File: src/cell_protection_pkg.sv
// constants and types shared by the cell protection state machine
package cell_protection_pkg;
  localparam int unsigned CLK_FREQ_HZ = 100_000_000;
  localparam int unsigned CLK_PERIOD_NS = 1_000_000_000 / CLK_FREQ_HZ;
  // delays in their own units, nominal figures
  localparam int unsigned OVERCHARGE_DETECT_DELAY_MS = 1000;
  localparam int unsigned OVERCHARGE_RELEASE_DELAY_MS = 2;
  localparam int unsigned OVERDISCHARGE_DETECT_DELAY_MS = 115;
  localparam int unsigned OVERDISCHARGE_RELEASE_DELAY_MS = 2;
  localparam int unsigned DISCHARGE_OVERCURRENT_DELAY_MS = 10;
  localparam int unsigned DISCHARGE_OVERCURRENT_RELEASE_MS = 2;
  localparam int unsigned SHORT_DETECT_DELAY_US = 360;
  localparam int unsigned CHARGE_OVERCURRENT_DELAY_MS = 10;
  localparam int unsigned CHARGE_OVERCURRENT_RELEASE_MS = 2;
  localparam int unsigned CYCLES_PER_MS = 1_000_000 / CLK_PERIOD_NS;
  localparam int unsigned CYCLES_PER_US = 1_000 / CLK_PERIOD_NS;
  localparam int unsigned OC_DETECT_CYCLES = OVERCHARGE_DETECT_DELAY_MS * CYCLES_PER_MS;
  localparam int unsigned OC_RELEASE_CYCLES = OVERCHARGE_RELEASE_DELAY_MS * CYCLES_PER_MS;
  localparam int unsigned OD_DETECT_CYCLES = OVERDISCHARGE_DETECT_DELAY_MS * CYCLES_PER_MS;
  localparam int unsigned OD_RELEASE_CYCLES = OVERDISCHARGE_RELEASE_DELAY_MS * CYCLES_PER_MS;
  localparam int unsigned DOC_DETECT_CYCLES = DISCHARGE_OVERCURRENT_DELAY_MS * CYCLES_PER_MS;
  localparam int unsigned DOC_RELEASE_CYCLES = DISCHARGE_OVERCURRENT_RELEASE_MS * CYCLES_PER_MS;
  localparam int unsigned SHORT_DETECT_CYCLES = SHORT_DETECT_DELAY_US * CYCLES_PER_US;
  localparam int unsigned COC_DETECT_CYCLES = CHARGE_OVERCURRENT_DELAY_MS * CYCLES_PER_MS;
  localparam int unsigned COC_RELEASE_CYCLES = CHARGE_OVERCURRENT_RELEASE_MS * CYCLES_PER_MS;
  localparam int unsigned TIMER_W = 27;
  typedef enum logic [2:0] {
    ST_NORMAL,
    ST_OVERCHARGE,
    ST_OVERDISCHARGE,
    ST_DISCH_OVERCURRENT,
    ST_SHORT_CIRCUIT
  } prot_state_t;
endpackage : cell_protection_pkg

File: src/cell_protection_fsm.sv
// protection state machine of a one-cell battery guard
`timescale 1ns/1ps
`default_nettype none
module cell_protection_fsm
  import cell_protection_pkg::*;
#(
  parameter int unsigned OC_DETECT = OC_DETECT_CYCLES,
  parameter int unsigned OC_RELEASE = OC_RELEASE_CYCLES,
  parameter int unsigned OD_DETECT = OD_DETECT_CYCLES,
  parameter int unsigned OD_RELEASE = OD_RELEASE_CYCLES,
  parameter int unsigned DOC_DETECT = DOC_DETECT_CYCLES,
  parameter int unsigned DOC_RELEASE = DOC_RELEASE_CYCLES,
  parameter int unsigned SHORT_DETECT = SHORT_DETECT_CYCLES,
  parameter int unsigned COC_DETECT = COC_DETECT_CYCLES,
  parameter int unsigned COC_RELEASE = COC_RELEASE_CYCLES
) (
  input wire logic clk_in,
  input wire logic arst_n_in,
  input wire logic above_overcharge_in,
  input wire logic above_overcharge_release_in,
  input wire logic below_overdischarge_in,
  input wire logic at_overdischarge_release_in,
  input wire logic sense_above_doc_in,
  input wire logic sense_above_short_in,
  input wire logic sense_below_coc_in,
  input wire logic sense_below_charger_in,
  input wire logic sense_near_ground_in,
  input wire logic charger_over_detect_in,
  input wire logic charger_below_release_in,
  input wire logic cell_zero_volt_in,
  input wire logic opt_power_down_in,
  input wire logic opt_zero_volt_charge_in,
  output logic charge_switch_on_out,
  output logic discharge_switch_on_out,
  output logic sense_pullup_on_out,
  output logic sense_pulldown_on_out,
  output logic sleep_out,
  output logic [2:0] state_out
);

  //////////////////////////////////////////////////////////////////////
  prot_state_t state_r, state_nxt;
  logic [TIMER_W-1:0] oc_cnt_r, ocr_cnt_r, od_cnt_r, odr_cnt_r;
  logic [TIMER_W-1:0] doc_cnt_r, sc_cnt_r, coc_cnt_r, cocr_cnt_r;
  logic oc_done, ocr_done, od_done, odr_done, doc_done, sc_done, coc_done, cocr_done;
  logic coc_block_r, charger_ov_r;
  logic oc_cond, ocr_cond, od_cond, odr_cond, doc_cond, sc_cond;
  logic zero_volt_block;

  // saturating timer step: restart on lapse, hold at target
  function automatic logic [TIMER_W-1:0] tick(input logic cond, input logic [TIMER_W-1:0] cnt,
                                              input int unsigned lim);
    if (!cond)
      tick = '0;
    else if (cnt >= lim[TIMER_W-1:0])
      tick = cnt;
    else
      tick = cnt + 1'b1;
  endfunction

  // discharge path open only without a discharge fault
  function automatic logic discharge_allowed(input prot_state_t st);
    discharge_allowed = (st == ST_NORMAL) || (st == ST_OVERCHARGE);
  endfunction

  // faults that hold the sense pin low through the pull-down
  function automatic logic discharge_fault(input prot_state_t st);
    discharge_fault = (st == ST_DISCH_OVERCURRENT) || (st == ST_SHORT_CIRCUIT);
  endfunction

  assign oc_cond = (state_r == ST_NORMAL) && above_overcharge_in;
  assign od_cond = (state_r == ST_NORMAL) && below_overdischarge_in;
  assign doc_cond = (state_r == ST_NORMAL) && sense_above_doc_in && !sense_above_short_in;
  assign sc_cond = (state_r == ST_NORMAL) && sense_above_short_in;
  assign ocr_cond = (state_r == ST_OVERCHARGE) &&
                    (sense_above_doc_in ? !above_overcharge_in : !above_overcharge_release_in);
  assign odr_cond = (state_r == ST_OVERDISCHARGE) && !opt_power_down_in &&
                    !sense_below_charger_in && at_overdischarge_release_in;
  assign zero_volt_block = cell_zero_volt_in && !opt_zero_volt_charge_in;

  assign oc_done = (oc_cnt_r >= OC_DETECT[TIMER_W-1:0]);
  assign ocr_done = (ocr_cnt_r >= OC_RELEASE[TIMER_W-1:0]);
  assign od_done = (od_cnt_r >= OD_DETECT[TIMER_W-1:0]);
  assign odr_done = (odr_cnt_r >= OD_RELEASE[TIMER_W-1:0]);
  assign doc_done = (doc_cnt_r >= DOC_DETECT[TIMER_W-1:0]);
  assign sc_done = (sc_cnt_r >= SHORT_DETECT[TIMER_W-1:0]);
  assign coc_done = (coc_cnt_r >= COC_DETECT[TIMER_W-1:0]);
  assign cocr_done = (cocr_cnt_r >= COC_RELEASE[TIMER_W-1:0]);

  //////////////////////////////////////////////////////////////////////
  // timers restart on lapse
  always_ff @(posedge clk_in or negedge arst_n_in) begin
    if (!arst_n_in)
      oc_cnt_r <= '0;
    else
      oc_cnt_r <= tick(oc_cond, oc_cnt_r, OC_DETECT);
  end

  always_ff @(posedge clk_in or negedge arst_n_in) begin
    if (!arst_n_in)
      ocr_cnt_r <= '0;
    else
      ocr_cnt_r <= tick(ocr_cond, ocr_cnt_r, OC_RELEASE);
  end

  always_ff @(posedge clk_in or negedge arst_n_in) begin
    if (!arst_n_in)
      od_cnt_r <= '0;
    else
      od_cnt_r <= tick(od_cond, od_cnt_r, OD_DETECT);
  end

  always_ff @(posedge clk_in or negedge arst_n_in) begin
    if (!arst_n_in)
      odr_cnt_r <= '0;
    else
      odr_cnt_r <= tick(odr_cond, odr_cnt_r, OD_RELEASE);
  end

  always_ff @(posedge clk_in or negedge arst_n_in) begin
    if (!arst_n_in)
      doc_cnt_r <= '0;
    else
      doc_cnt_r <= tick(doc_cond, doc_cnt_r, DOC_DETECT);
  end

  always_ff @(posedge clk_in or negedge arst_n_in) begin
    if (!arst_n_in)
      sc_cnt_r <= '0;
    else
      sc_cnt_r <= tick(sc_cond, sc_cnt_r, SHORT_DETECT);
  end

  //////////////////////////////////////////////////////////////////////
  // charge overcurrent runs beside the main states, it only gates charging
  // charge overcurrent detect
  always_ff @(posedge clk_in or negedge arst_n_in) begin
    if (!arst_n_in)
      coc_cnt_r <= '0;
    else
      coc_cnt_r <= tick(!coc_block_r && sense_below_coc_in, coc_cnt_r, COC_DETECT);
  end

  always_ff @(posedge clk_in or negedge arst_n_in) begin
    if (!arst_n_in)
      cocr_cnt_r <= '0;
    else
      cocr_cnt_r <= tick(coc_block_r && !sense_below_coc_in, cocr_cnt_r, COC_RELEASE);
  end

  // set and clear never meet: each is gated by the opposite flag level
  always_ff @(posedge clk_in or negedge arst_n_in) begin
    if (!arst_n_in)
      coc_block_r <= 1'b0;
    else if (!coc_block_r && coc_done)
      coc_block_r <= 1'b1;
    else if (coc_block_r && cocr_done)
      coc_block_r <= 1'b0;
  end

  always_ff @(posedge clk_in or negedge arst_n_in) begin
    if (!arst_n_in)
      charger_ov_r <= 1'b0;
    else if (charger_over_detect_in)
      charger_ov_r <= 1'b1;
    else if (charger_below_release_in)
      charger_ov_r <= 1'b0;
  end

  //////////////////////////////////////////////////////////////////////
  always_comb begin
    state_nxt = state_r;
    unique case (state_r)
      ST_NORMAL: begin
        // short outranks overcurrent, discharge faults outrank charge faults
        // enter short state
        if (sc_done)
          state_nxt = ST_SHORT_CIRCUIT;
        else if (doc_done)
          state_nxt = ST_DISCH_OVERCURRENT;
        else if (od_done)
          state_nxt = ST_OVERDISCHARGE;
        else if (oc_done)
          state_nxt = ST_OVERCHARGE;
      end
      ST_OVERCHARGE: begin
        if (ocr_done)
          state_nxt = ST_NORMAL;
      end
      ST_OVERDISCHARGE: begin
        if (sense_below_charger_in && !below_overdischarge_in)
          state_nxt = ST_NORMAL;
        else if (opt_power_down_in && at_overdischarge_release_in)
          state_nxt = ST_NORMAL;
        else if (odr_done)
          state_nxt = ST_NORMAL;
      end
      ST_DISCH_OVERCURRENT, ST_SHORT_CIRCUIT: begin
        if (sense_near_ground_in)
          state_nxt = ST_NORMAL;
      end
      default: state_nxt = ST_NORMAL;
    endcase
  end

  always_ff @(posedge clk_in or negedge arst_n_in) begin
    if (!arst_n_in)
      state_r <= ST_NORMAL;
    else
      state_r <= state_nxt;
  end

  //////////////////////////////////////////////////////////////////////
  // charge switch gating
  always_ff @(posedge clk_in or negedge arst_n_in) begin
    if (!arst_n_in)
      charge_switch_on_out <= 1'b0;
    else
      charge_switch_on_out <= (state_nxt != ST_OVERCHARGE) && !coc_block_r &&
                              !charger_ov_r && !zero_volt_block;
  end

  always_ff @(posedge clk_in or negedge arst_n_in) begin
    if (!arst_n_in)
      discharge_switch_on_out <= 1'b0;
    else
      discharge_switch_on_out <= discharge_allowed(state_nxt);
  end

  always_ff @(posedge clk_in or negedge arst_n_in) begin
    if (!arst_n_in)
      sense_pullup_on_out <= 1'b0;
    else
      sense_pullup_on_out <= (state_nxt == ST_OVERDISCHARGE);
  end

  always_ff @(posedge clk_in or negedge arst_n_in) begin
    if (!arst_n_in)
      sense_pulldown_on_out <= 1'b0;
    else
      sense_pulldown_on_out <= discharge_fault(state_nxt);
  end

  always_ff @(posedge clk_in or negedge arst_n_in) begin
    if (!arst_n_in)
      sleep_out <= 1'b0;
    else
      sleep_out <= (state_nxt == ST_OVERDISCHARGE) && opt_power_down_in;
  end

  // code follows the next state so it lines up with the switches
  always_ff @(posedge clk_in or negedge arst_n_in) begin
    if (!arst_n_in)
      state_out <= '0;
    else
      state_out <= state_nxt;
  end

endmodule // cell_protection_fsm
`default_nettype wire

File: config.mk
export PLATFORM = sky130hd
export DESIGN_NAME = cell_protection_fsm
export DESIGN_NICKNAME = d
export VERILOG_FILES = /design/src/cell_protection_pkg.sv /design/src/cell_protection_fsm.sv
export SDC_FILE = /design/constraint.sdc
export NUM_CORES = 1
export LEC_CHECK = 0
export BUFFER_PORTS_ARGS = -buffer_cell sky130_fd_sc_hd__buf_4
export CORE_MARGIN = 2
export CORE_UTILIZATION = 55
export DETAILED_ROUTE_END_ITERATION = 10
export PLACE_DENSITY_LB_ADDON = 0.15
export SETUP_SLACK_MARGIN = 0.05
export SKIP_LAST_GASP = 1
export SLEW_MARGIN = 10
export SYNTH_ARGS = -nofsm -noshare
export SYNTH_HDL_FRONTEND = slang
export SYNTH_SLANG_ARGS = --single-unit
File: constraint.sdc
create_clock -name clk_in -period 2 [get_ports clk_in]
set_input_delay 0.4 -clock clk_in [delete_from_list [all_inputs] [get_ports clk_in]]
set_output_delay 0.4 -clock clk_in [all_outputs]
set_load 0.005 [all_outputs]
# Word-level counts from Yosys, hierarchy flattened
# Index checks and enable logic that the tools add are counted.
# Widths: inputs -> output; s select.
# op_classes
multipliers,0
n_eq_ne,17
div,0
add_sub_neg,8
n_shift,0
bitwise,0
n_reduce_logical,38
n_lt_le_gt_ge,8
mux,31
# op_table
op,count
$mux 27,16
$add 27x1->27 const B,8
$ge 27x18->1 const B,3
$ge 27x20->1 const B,2
$ge 27x16->1 const B,1
$ge 27x24->1 const B,1
$ge 27x27->1 const B,1
$mux 3,9
$logic_and 1x1->1,20
$ne 2x2->1 const B,8
$eq 3x2->1 const B,4
$pmux 3 s4,1
$logic_not 1->1,11
$eq 3x1->1 const B,2
$eq 3x3->1 const B,2
$logic_not 3->1,2
$mux 1,5
$reduce_bool 2->1,2
$ne 3x1->1 const B,1
$logic_or 1x1->1,2
$reduce_or 2->1,1
# word_totals
latch_bits,0
romBits,0
input_bits,16
ff_bits,226
elab_cells,118
output_inout_bits,8
ramBits,0
memories,0

# Logic depth before layout (Yosys ltp)
# Gate-level depths: netlist of the first run.
# depth
word_depth,10
mapped_depth,9
mapped_depth_nobuf,8

# Least setup slack after synthesis of the first run
# Ideal clock, no wire load.
# synth_path
kind,reg2reg
start,register doc_cnt_r[22]
end,register doc_cnt_r[14]
arrival_ns,1.922
required_ns,1.868
path_stages_with_launch,8
slack_ns,-0.054
setup_ns,0.132
synth_period_minus_slack_ns,2.054
n_path_buf,1
path_cell_list,dfrtp_1 -> nor4_1 -> o211ai_1 -> or4b_1 -> clkbuf_1 -> or3_1 -> xnor2_1 -> nor2_1
# synth_via
elab_chain_len,2
# synth_rtl
item,line_no,source
start: declaration,cell_protection_fsm.sv:44,"logic [TIMER_W-1:0] doc_cnt_r, sc_cnt_r, coc_cnt_r, cocr_cnt_r;"
start signal: assignment,cell_protection_fsm.sv:124,"doc_cnt_r <= tick(doc_cond, doc_cnt_r, DOC_DETECT);"
$ge 27x20->1,cell_protection_fsm.sv:55,else if (cnt >= lim[TIMER_W-1:0])
$ne 2x2->1 (no line),-,
# No other way between the ends.
# A chain may end at the register's enable or synchronous reset.

# Worst setup path in the final report of the first run
# layout_path
start,register coc_cnt_r[6]
end,register coc_cnt_r[18]
# layout_via
elab_chain_len,3
word_cells_on_any_way,5
classes_between,1 x add/sub; 1 x order compare; 1 x eq/ne; 2 x mux
# layout_rtl
item,line_no,source
start: declaration,cell_protection_fsm.sv:44,
start signal: assignment,cell_protection_fsm.sv:141,"coc_cnt_r <= tick(!coc_block_r && sense_below_coc_in, coc_cnt_r, COC_DETECT);"
$add 27x1->27,cell_protection_fsm.sv:58,tick = cnt + 1'b1;
$mux 27,cell_protection_fsm.sv:55,
$mux 27,cell_protection_fsm.sv:53,if (!cond)
# Several ways; a longest one is shown, not always the timed one. The select of a mux whose other input is x is not followed.

==> results of run 1 <==
## layout by cell type, fill, tap and decap left out, drive strengths merged, types with 3 or more instances in the layout
master	count
nor3	34
nand4	39
o2111ai	10
and4	11
clkbuf	33
nand2	69
a21oi	46
nand3	47
a31oi	7
a2111oi	5
buf	179
nor2	159
dfrtp	226
ha	16
bufinv	3
or4	10
a41oi	5
a21o	4
clkinv	9
nor3b	7
nor2b	5
xor2	57
nor4	18
o31ai	10
mux2i	6
xnor2	49
and3	56
o211ai	13
and2	42
or3	30
nand2b	5
o21ai	35
inv	37
o21a	4
## through the flow
| step | utilization | power [mW] |
|---|---|---|
| 2_1_floorplan | - | 4.80 |
| 3_3_place_gp | 0.638 | 5.00 |
| 3_5_place_dp | 0.638 | 5.00 |
| 4_1_cts | 0.697 | 9.66 |
| 5_1_grt | 0.726 | 9.92 |
| 6_report | 0.726 | 9.59 |
## critical path: cells and delay by family (launching register included)
| family | cells | cell delay (ps) |
|---|---|---|
| DFF | 1 | 450 |
| and+or+nand+nor | 1 | 400 |
| buffers and inverters | 1 | 200 |
| AOI/OAI and AO/OA | 5 | 1030 |
## area by class of cell
cell class,instances,share of cell area
Clock inverter,11,0.00918
Sequential cell,226,0.399
Inverter,38,0.0101
Tap cell,265,0.0234
Timing Repair Buffer,180,0.104
Clock buffer,33,0.0498
Multi-Input combinational cell,824,0.404
## registers in the layout, summed over array words and instances (netlist names), 3 cells and up
| signal | flops |
|---|---|
| od_cnt_r | 27 |
| doc_cnt_r | 27 |
| ocr_cnt_r | 27 |
| sc_cnt_r | 27 |
| odr_cnt_r | 27 |
| coc_cnt_r | 27 |
| state_out | 3 |
| cocr_cnt_r | 27 |
| oc_cnt_r | 27 |
## where the power goes
group | internal [mW] | total [mW] | switching, mW
Combinational | 0.103 | 0.302 | 0.200
Sequential | 4.60 | 4.62 | 0.0247
Clock | 2.85 | 4.66 | 1.81
Total | 7.55 | 9.59 | 2.04
## layer usage
layer  GRT usage  vias to the layer above  wire length (µm)
met5           0                        -                 0
met4      0.0505                        0               463
met3      0.0354                       39              1140
met2       0.360                      195             12000
met1       0.343                     4400             11500
li1            -                     4307                 -
## timing repair
action                                  in CTS  in global routing
endpoints found under the hold margin       47                  0
hold buffers                                 1                  0
endpoints found under the setup margin      69                121
cloned                                       0                  1
pin swaps                                   45                 49
setup buffers                                8                 21
gates resized for setup                     45                 94
## kinds of logic (layout without fill, tap and decap cells)
group / Yosys count / count (layout) / share of synthesized area
adder cells (fa/ha/maj): 16 / 16 / 0.0182
buffers and inverters: 70 / 262 / 0.0242
AO/OA/AOI/OAI: 152 / 152 / 0.0957
multiplexers: 6 / 6 / 0.00546
AND/OR/NAND/NOR: 544 / 544 / 0.258
flip-flops: 226 / 226 / 0.514
XOR/XNOR: 106 / 106 / 0.0844
## how the worst max path moves through the flow
stage	startpoint	end	slack, ps	cells after the start
floorplan	doc_cnt_r[22]$_DFFE_PN0P_	doc_cnt_r[14]$_DFFE_PN0P_	-40	7
global placement	coc_cnt_r[5]$_DFFE_PN0P_	coc_cnt_r[11]$_DFFE_PN0P_	-80	7
detailed placement	coc_cnt_r[21]$_DFFE_PN0P_	coc_cnt_r[6]$_DFFE_PN0P_	-160	7
CTS	coc_cnt_r[21]$_DFFE_PN0P_	coc_cnt_r[18]$_DFFE_PN0P_	-120	6
global route	coc_cnt_r[6]$_DFFE_PN0P_	coc_cnt_r[17]$_DFFE_PN0P_	-230	7
finish	coc_cnt_r[6]$_DFFE_PN0P_	coc_cnt_r[18]$_DFFE_PN0P_	-150	7
==> impl_metrics.py, run 1 <==
metrics = {
    "status": {
        "status": "finished, violations left",
        "violations": "setup timing",
    },
    "logic_synthesis": {
        "synth_top_cell_by_area": "dfrtp_1",
        "synth_flop_cell": "dfrtp_1",
        "synthCells": 1120,
        "synth-edff-count": 0,
        "yosysWarnings": 0,
        "yosysSeqAreaShare": 0.514,
        "synth_top_area_share": 0.514,
        "synth_nets": 1152,
        "synth_area_leaders": "dfrtp_1, nor2_1, xor2_1",
        "netlist_area_um2": 11000,
        "synth_most_common_cell": "dfrtp_1",
        "ys_ff_latch": 226,
        "netlist_top_cells_count": "dfrtp_1, nor2_1, nand2_1",
        "avgSynthCellArea_um2": 9.82,
        "ys_async_sr_fraction": 1.00,
        "yosys.cell_types.count": 63,
    },
    "placed_design": {
        "dpl.cell_count": 1503,
        "portBuffers": 23,
        "dp_slack_ps": -161,
        "dp_hpwl_um": 15900,
        "dpl_cell_area_um2": 12500,
        "place_congestion": 0.843,
    },
    "clock_network": {
        "cts_buffer_depth": 3,
        "cts_sinks": 226,
        "cts_tree": "yes",
        "clk_pin_slew_ps": 60,
        "cts_made_buffers": 25,
        "htreeDepth": 1,
        "clock-root-buffer": "clkbuf_16",
        "clock_latency_ps": 520,
    },
    "worst_setup_path": {
        "cp_slowest_stage_delay_ps": 450,
        "crit_type": "reg2reg",
        "crit_chain": "o31ai_1 -> a311oi_1 -> a31oi_4 -> o211ai_1 -> buf_4 -> or4_1 -> a21oi_1",
        "cp_slowest_cell": "dfrtp_2",
        "r2r_setup_slack_ps": -150,
        "rr_worst_depth": 7,
        "critical_path.startpoint_type": "register",
        "cp.required_ps": 2430,
        "crit_arrival_ps": 2590,
        "r2r_end": "coc_cnt_r[18]$_DFFE_PN0P_",
        "critical_path_peak_fanout": 11,
        "end_kind": "register",
        "worstReg2RegStart": "coc_cnt_r[6]$_DFFE_PN0P_",
    },
    "sta": {
        "max_freq_mhz": 464,
        "fin_setup_tns_ps": -1640,
        "slew_headroom": 0.582,
        "worstMarginPinSlew_ps": 626,
        "rsz0062_at_grt": "true",
        "hold_ws_ps": 66.4,
        "finalMaxSlewViolations": 0,
        "final.period_utilization": 1.08,
        "worst_slack_ps": -155,
        "finClkSkew_ps": 14.2,
        "period_needed_ps": 2150,
        "hold_viol_final": 0,
        "setup_viol": 28,
    },
    "drt": {
        "drt_iter0_drc": 565,
        "routedWlPerCell_um": 15.9,
        "routed_via_density": 5.67,
        "antenna_left": 0,
        "drtPass1Iterations": 5,
        "drc": 0,
        "drt-total-wl_um": 25100,
        "vias": 8941,
    },
    "run": {
        "maxCapViolCount": 0,
    },
    "floorplan": {
        "io_pins": 24,
        "core-area_um2": 19500,
        "die_h_um": 145,
        "die_w_um": 145,
        "die-area_um2": 21100,
        "initial_core_util": 0.563,
        "placementRows": 51,
    },
    "layout": {
        "drive_above_1_share": 0.252,
        "stdcell_count": 1577,
        "multi_input_comb_area_um2": 5730,
        "stdcell_area_um2": 14200,
        "num_antenna_cells": 0,
        "fin_nets": 1327,
        "fillers": 1388,
        "area_delta_synth_final_pct": 28.9,
        "ff_latch_area_um2": 5660,
    },
    "global_routing": {
        "grt_pass1_wl_um": 41400,
        "grt_usage": 0.230,
        "antenna_found_initial": 0,
        "grt_pass1_vias": 8594,
        "overflow": 0,
        "grt_max_degree": 54,
    },
    "pwr": {
        "peakVddDrop_uv": 718,
        "p_leak_nw": 6.22,
        "power.density_nw_per_um2": 676,
    },
    "worst_hold_path": {
        "hp-class": "in2reg",
        "hold_path_end": "charger_ov_r$_DFFE_PN0P_",
        "hold_depth": 2,
        "hp-start": "charger_over_detect_in",
    },
}
Power figures use the tool's default switching activity.
==> run 2: changes to the inputs <==
--- a/config.mk
+++ b/config.mk
@@ -5,10 +5,10 @@
 export SDC_FILE = /design/constraint.sdc
 export NUM_CORES = 1
 export LEC_CHECK = 0
-export BUFFER_PORTS_ARGS = -buffer_cell sky130_fd_sc_hd__buf_4
 export CORE_MARGIN = 2
 export CORE_UTILIZATION = 55
 export DETAILED_ROUTE_END_ITERATION = 10
+export DONT_BUFFER_PORTS = 1
 export PLACE_DENSITY_LB_ADDON = 0.15
 export SETUP_SLACK_MARGIN = 0.05
 export SKIP_LAST_GASP = 1
==> run 2 against run 1 <==
The run ends with hold timing, setup timing left. Cell count is 0.89% lower. Highest routed layer unchanged. Cell area is 0.46% lower. Critical path depth increased by 1. Critical path type unchanged. Routed wire length is 3.8% lower. Combinational power decreased by 49%. Utilization down 0.33 points. Register-to-register slack improved by 20 ps.
==> impl_metrics.py, run 2 (same netlist as run 1, synthesis figures left out) <==
metrics = {
    "drt": {
        "antenna_left": 0,
        "routed_via_density": 5.56,
        "drtPass1Iterations": 7,
        "vias": 8697,
        "routedWlPerCell_um": 15.5,
        "drc": 0,
        "drt-total-wl_um": 24200,
        "drt_iter0_drc": 521,
    },
    "pwr": {
        "internal_power_mw": 7.87,
        "seqPwrFrac": 0.471,
        "peakVddDrop_uv": 705,
        "combPwrFrac": 0.016,
        "p_switching_mw": 1.95,
        "switching_share": 0.198,
        "power.density_nw_per_um2": 696,
        "p_leak_nw": 6.26,
        "p_clk_frac": 0.514,
        "totalPowerFinal_mw": 9.82,
    },
    "layout": {
        "stdcell_area_um2": 14100,
        "final_cell_mix": "dfrtp_1, nor2_1, buf_4",
        "final_common_cell": "dfrtp_1",
        "drive_above_1_share": 0.240,
        "stdcell_count": 1563,
        "area_delta_synth_final_pct": 28.3,
        "num_antenna_cells": 0,
        "final_util": 0.723,
        "fin_nets": 1312,
    },
    "clock_network": {
        "cts_made_buffers": 26,
        "cts_sinks": 226,
        "cts_tree": "yes",
        "cts_buffer_depth": 3,
        "clk_pin_slew_ps": 60,
        "clock-root-buffer": "clkbuf_16",
        "htreeDepth": 1,
        "clock_latency_ps": 530,
        "holdBufCountCts": 2,
    },
    "placed_design": {
        "dpl_cell_area_um2": 12200,
        "portBuffers": 0,
        "dp_hpwl_um": 15000,
        "dpl.cell_count": 1483,
        "place_congestion": 0.813,
        "dp_slack_ps": -175,
    },
    "floorplan": {
        "die_w_um": 145,
        "io_pins": 24,
        "die_h_um": 145,
        "die-area_um2": 21100,
        "placementRows": 51,
        "core-area_um2": 19500,
        "initial_core_util": 0.563,
    },
    "worst_setup_path": {
        "critical_path_peak_fanout": 11,
        "crit_chain": "or4b_4 -> nor4_4 -> a31oi_4 -> o211ai_1 -> buf_4 -> buf_4 -> xnor2_1 -> nor2_1",
        "crit_arrival_ps": 2530,
        "cp_slowest_stage_delay_ps": 560,
        "crit_buf_inv": 2,
        "end_kind": "register",
        "crit_top_cell": "buf_4",
        "crit_type": "reg2reg",
        "path_delay_family": "simple AND/OR/NAND/NOR gates",
        "cp.required_ps": 2400,
        "cp_slowest_cell": "or4b_4",
        "critical_path.startpoint_type": "register",
    },
    "sta": {
        "final.period_utilization": 1.07,
        "worst_slack_ps": -131,
        "slew_headroom": 0.635,
        "hold_viol_final": 226,
        "rsz0062_at_grt": "true",
        "period_needed_ps": 2130,
        "finClkSkew_ps": 22.7,
        "hold_ws_ps": -440,
        "setup_viol": 21,
        "worstMarginPinSlew_ps": 540,
        "finalMaxSlewViolations": 0,
        "max_freq_mhz": 469,
    },
    "worst_hold_path": {
        "hp-class": "in2async",
    },
    "global_routing": {
        "overflow": 0,
        "grt_pass1_vias": 8550,
        "grt_usage": 0.222,
        "grt_max_degree": 227,
        "antenna_found_initial": 0,
        "grt_pass1_wl_um": 40100,
    },
    "status": {
        "violations": "hold timing, setup timing",
        "status": "finished, violations left",
    },
    "run": {
        "maxCapViolCount": 0,
    },
}
[run 2: cell count changes in the layout (fill, tap and decap cells not counted), moves of 4 or more]
| cell | delta |
|---|---|
| and3_1 | +4 |
| and3_4 | -4 |
| buf_12 | -4 |
| buf_4 | -18 |
| buf_6 | +4 |
| clkinv_2 | -4 |
| nor3_4 | +5 |
[run 2: final timing paths]
check	start	endpoint	slack (ps)	cells past startpoint
max in group asynchronous	arst_n_in	oc_cnt_r[1]$_DFFE_PN0P_	1940	0
worst min register to register	odr_cnt_r[20]$_DFFE_PN0P_	odr_cnt_r[20]$_DFFE_PN0P_	480	1
min in group clk_in	opt_power_down_in	sleep_out$_DFF_PN0_	20	1
worst max register to register	coc_cnt_r[5]$_DFFE_PN0P_	coc_cnt_r[8]$_DFFE_PN0P_	-130	8
worst max-delay path	coc_cnt_r[5]$_DFFE_PN0P_	coc_cnt_r[8]$_DFFE_PN0P_	-130	8
worst min-delay path	arst_n_in	odr_cnt_r[7]$_DFFE_PN0P_	-440	0
[run 2: timing repair]
action                                  CTS  global route
pin swaps                                43            76
gates resized for setup                  36           104
buffers inserted                          7            25
endpoints found under the setup margin   56           125
hold endpoints to repair                228           226
gates cloned                              0             1
[run 2: power by group through the flow]
stage	Combinational (mW)	Sequential, mW	Clock (mW)
after detailed placement	0.144	4.70	0
after floorplan	0.0969	4.70	0
after global routing	0.174	4.62	5.34
final	0.153	4.62	5.05
after CTS	0.151	4.62	5.16
after global placement	0.140	4.70	0
[run 2: worst reg2reg max path: cells and delay by family (launching register included)]
kind | cells | cell delay (ps)
flops | 1 | 380
compound gates | 2 | 390
xor+xnor | 1 | 100
buf+inv | 2 | 310
simple gates | 3 | 830
[run 2: layout make-up]
class,instances,area (µm²)
clock buffer,36,738
clock inverter,10,186
inverter,38,143
tap,265,332
timing repair buffer,164,1320
sequential,226,5660
fill,1408,5420
multi-input combinational,824,5730
[run 2: layer usage]
metal | global-route usage | routed length, µm | vias to the layer above
li1 | - | - | 4298
met1 | 0.321 | 11500 | 4229
met2 | 0.350 | 11200 | 126
met3 | 0.0335 | 972 | 44
met4 | 0.0647 | 581 | 0
met5 | 0 | 0 | -
[run 2: stage by stage]
stage / hold slack [ps] / TNS, ps
after CTS: -456 / -1190
after detailed placement: 113 / -2090
after global placement: 112 / -538
after global routing: -460 / -4480
after floorplan: 104 / -72.3
final: -440 / -1030
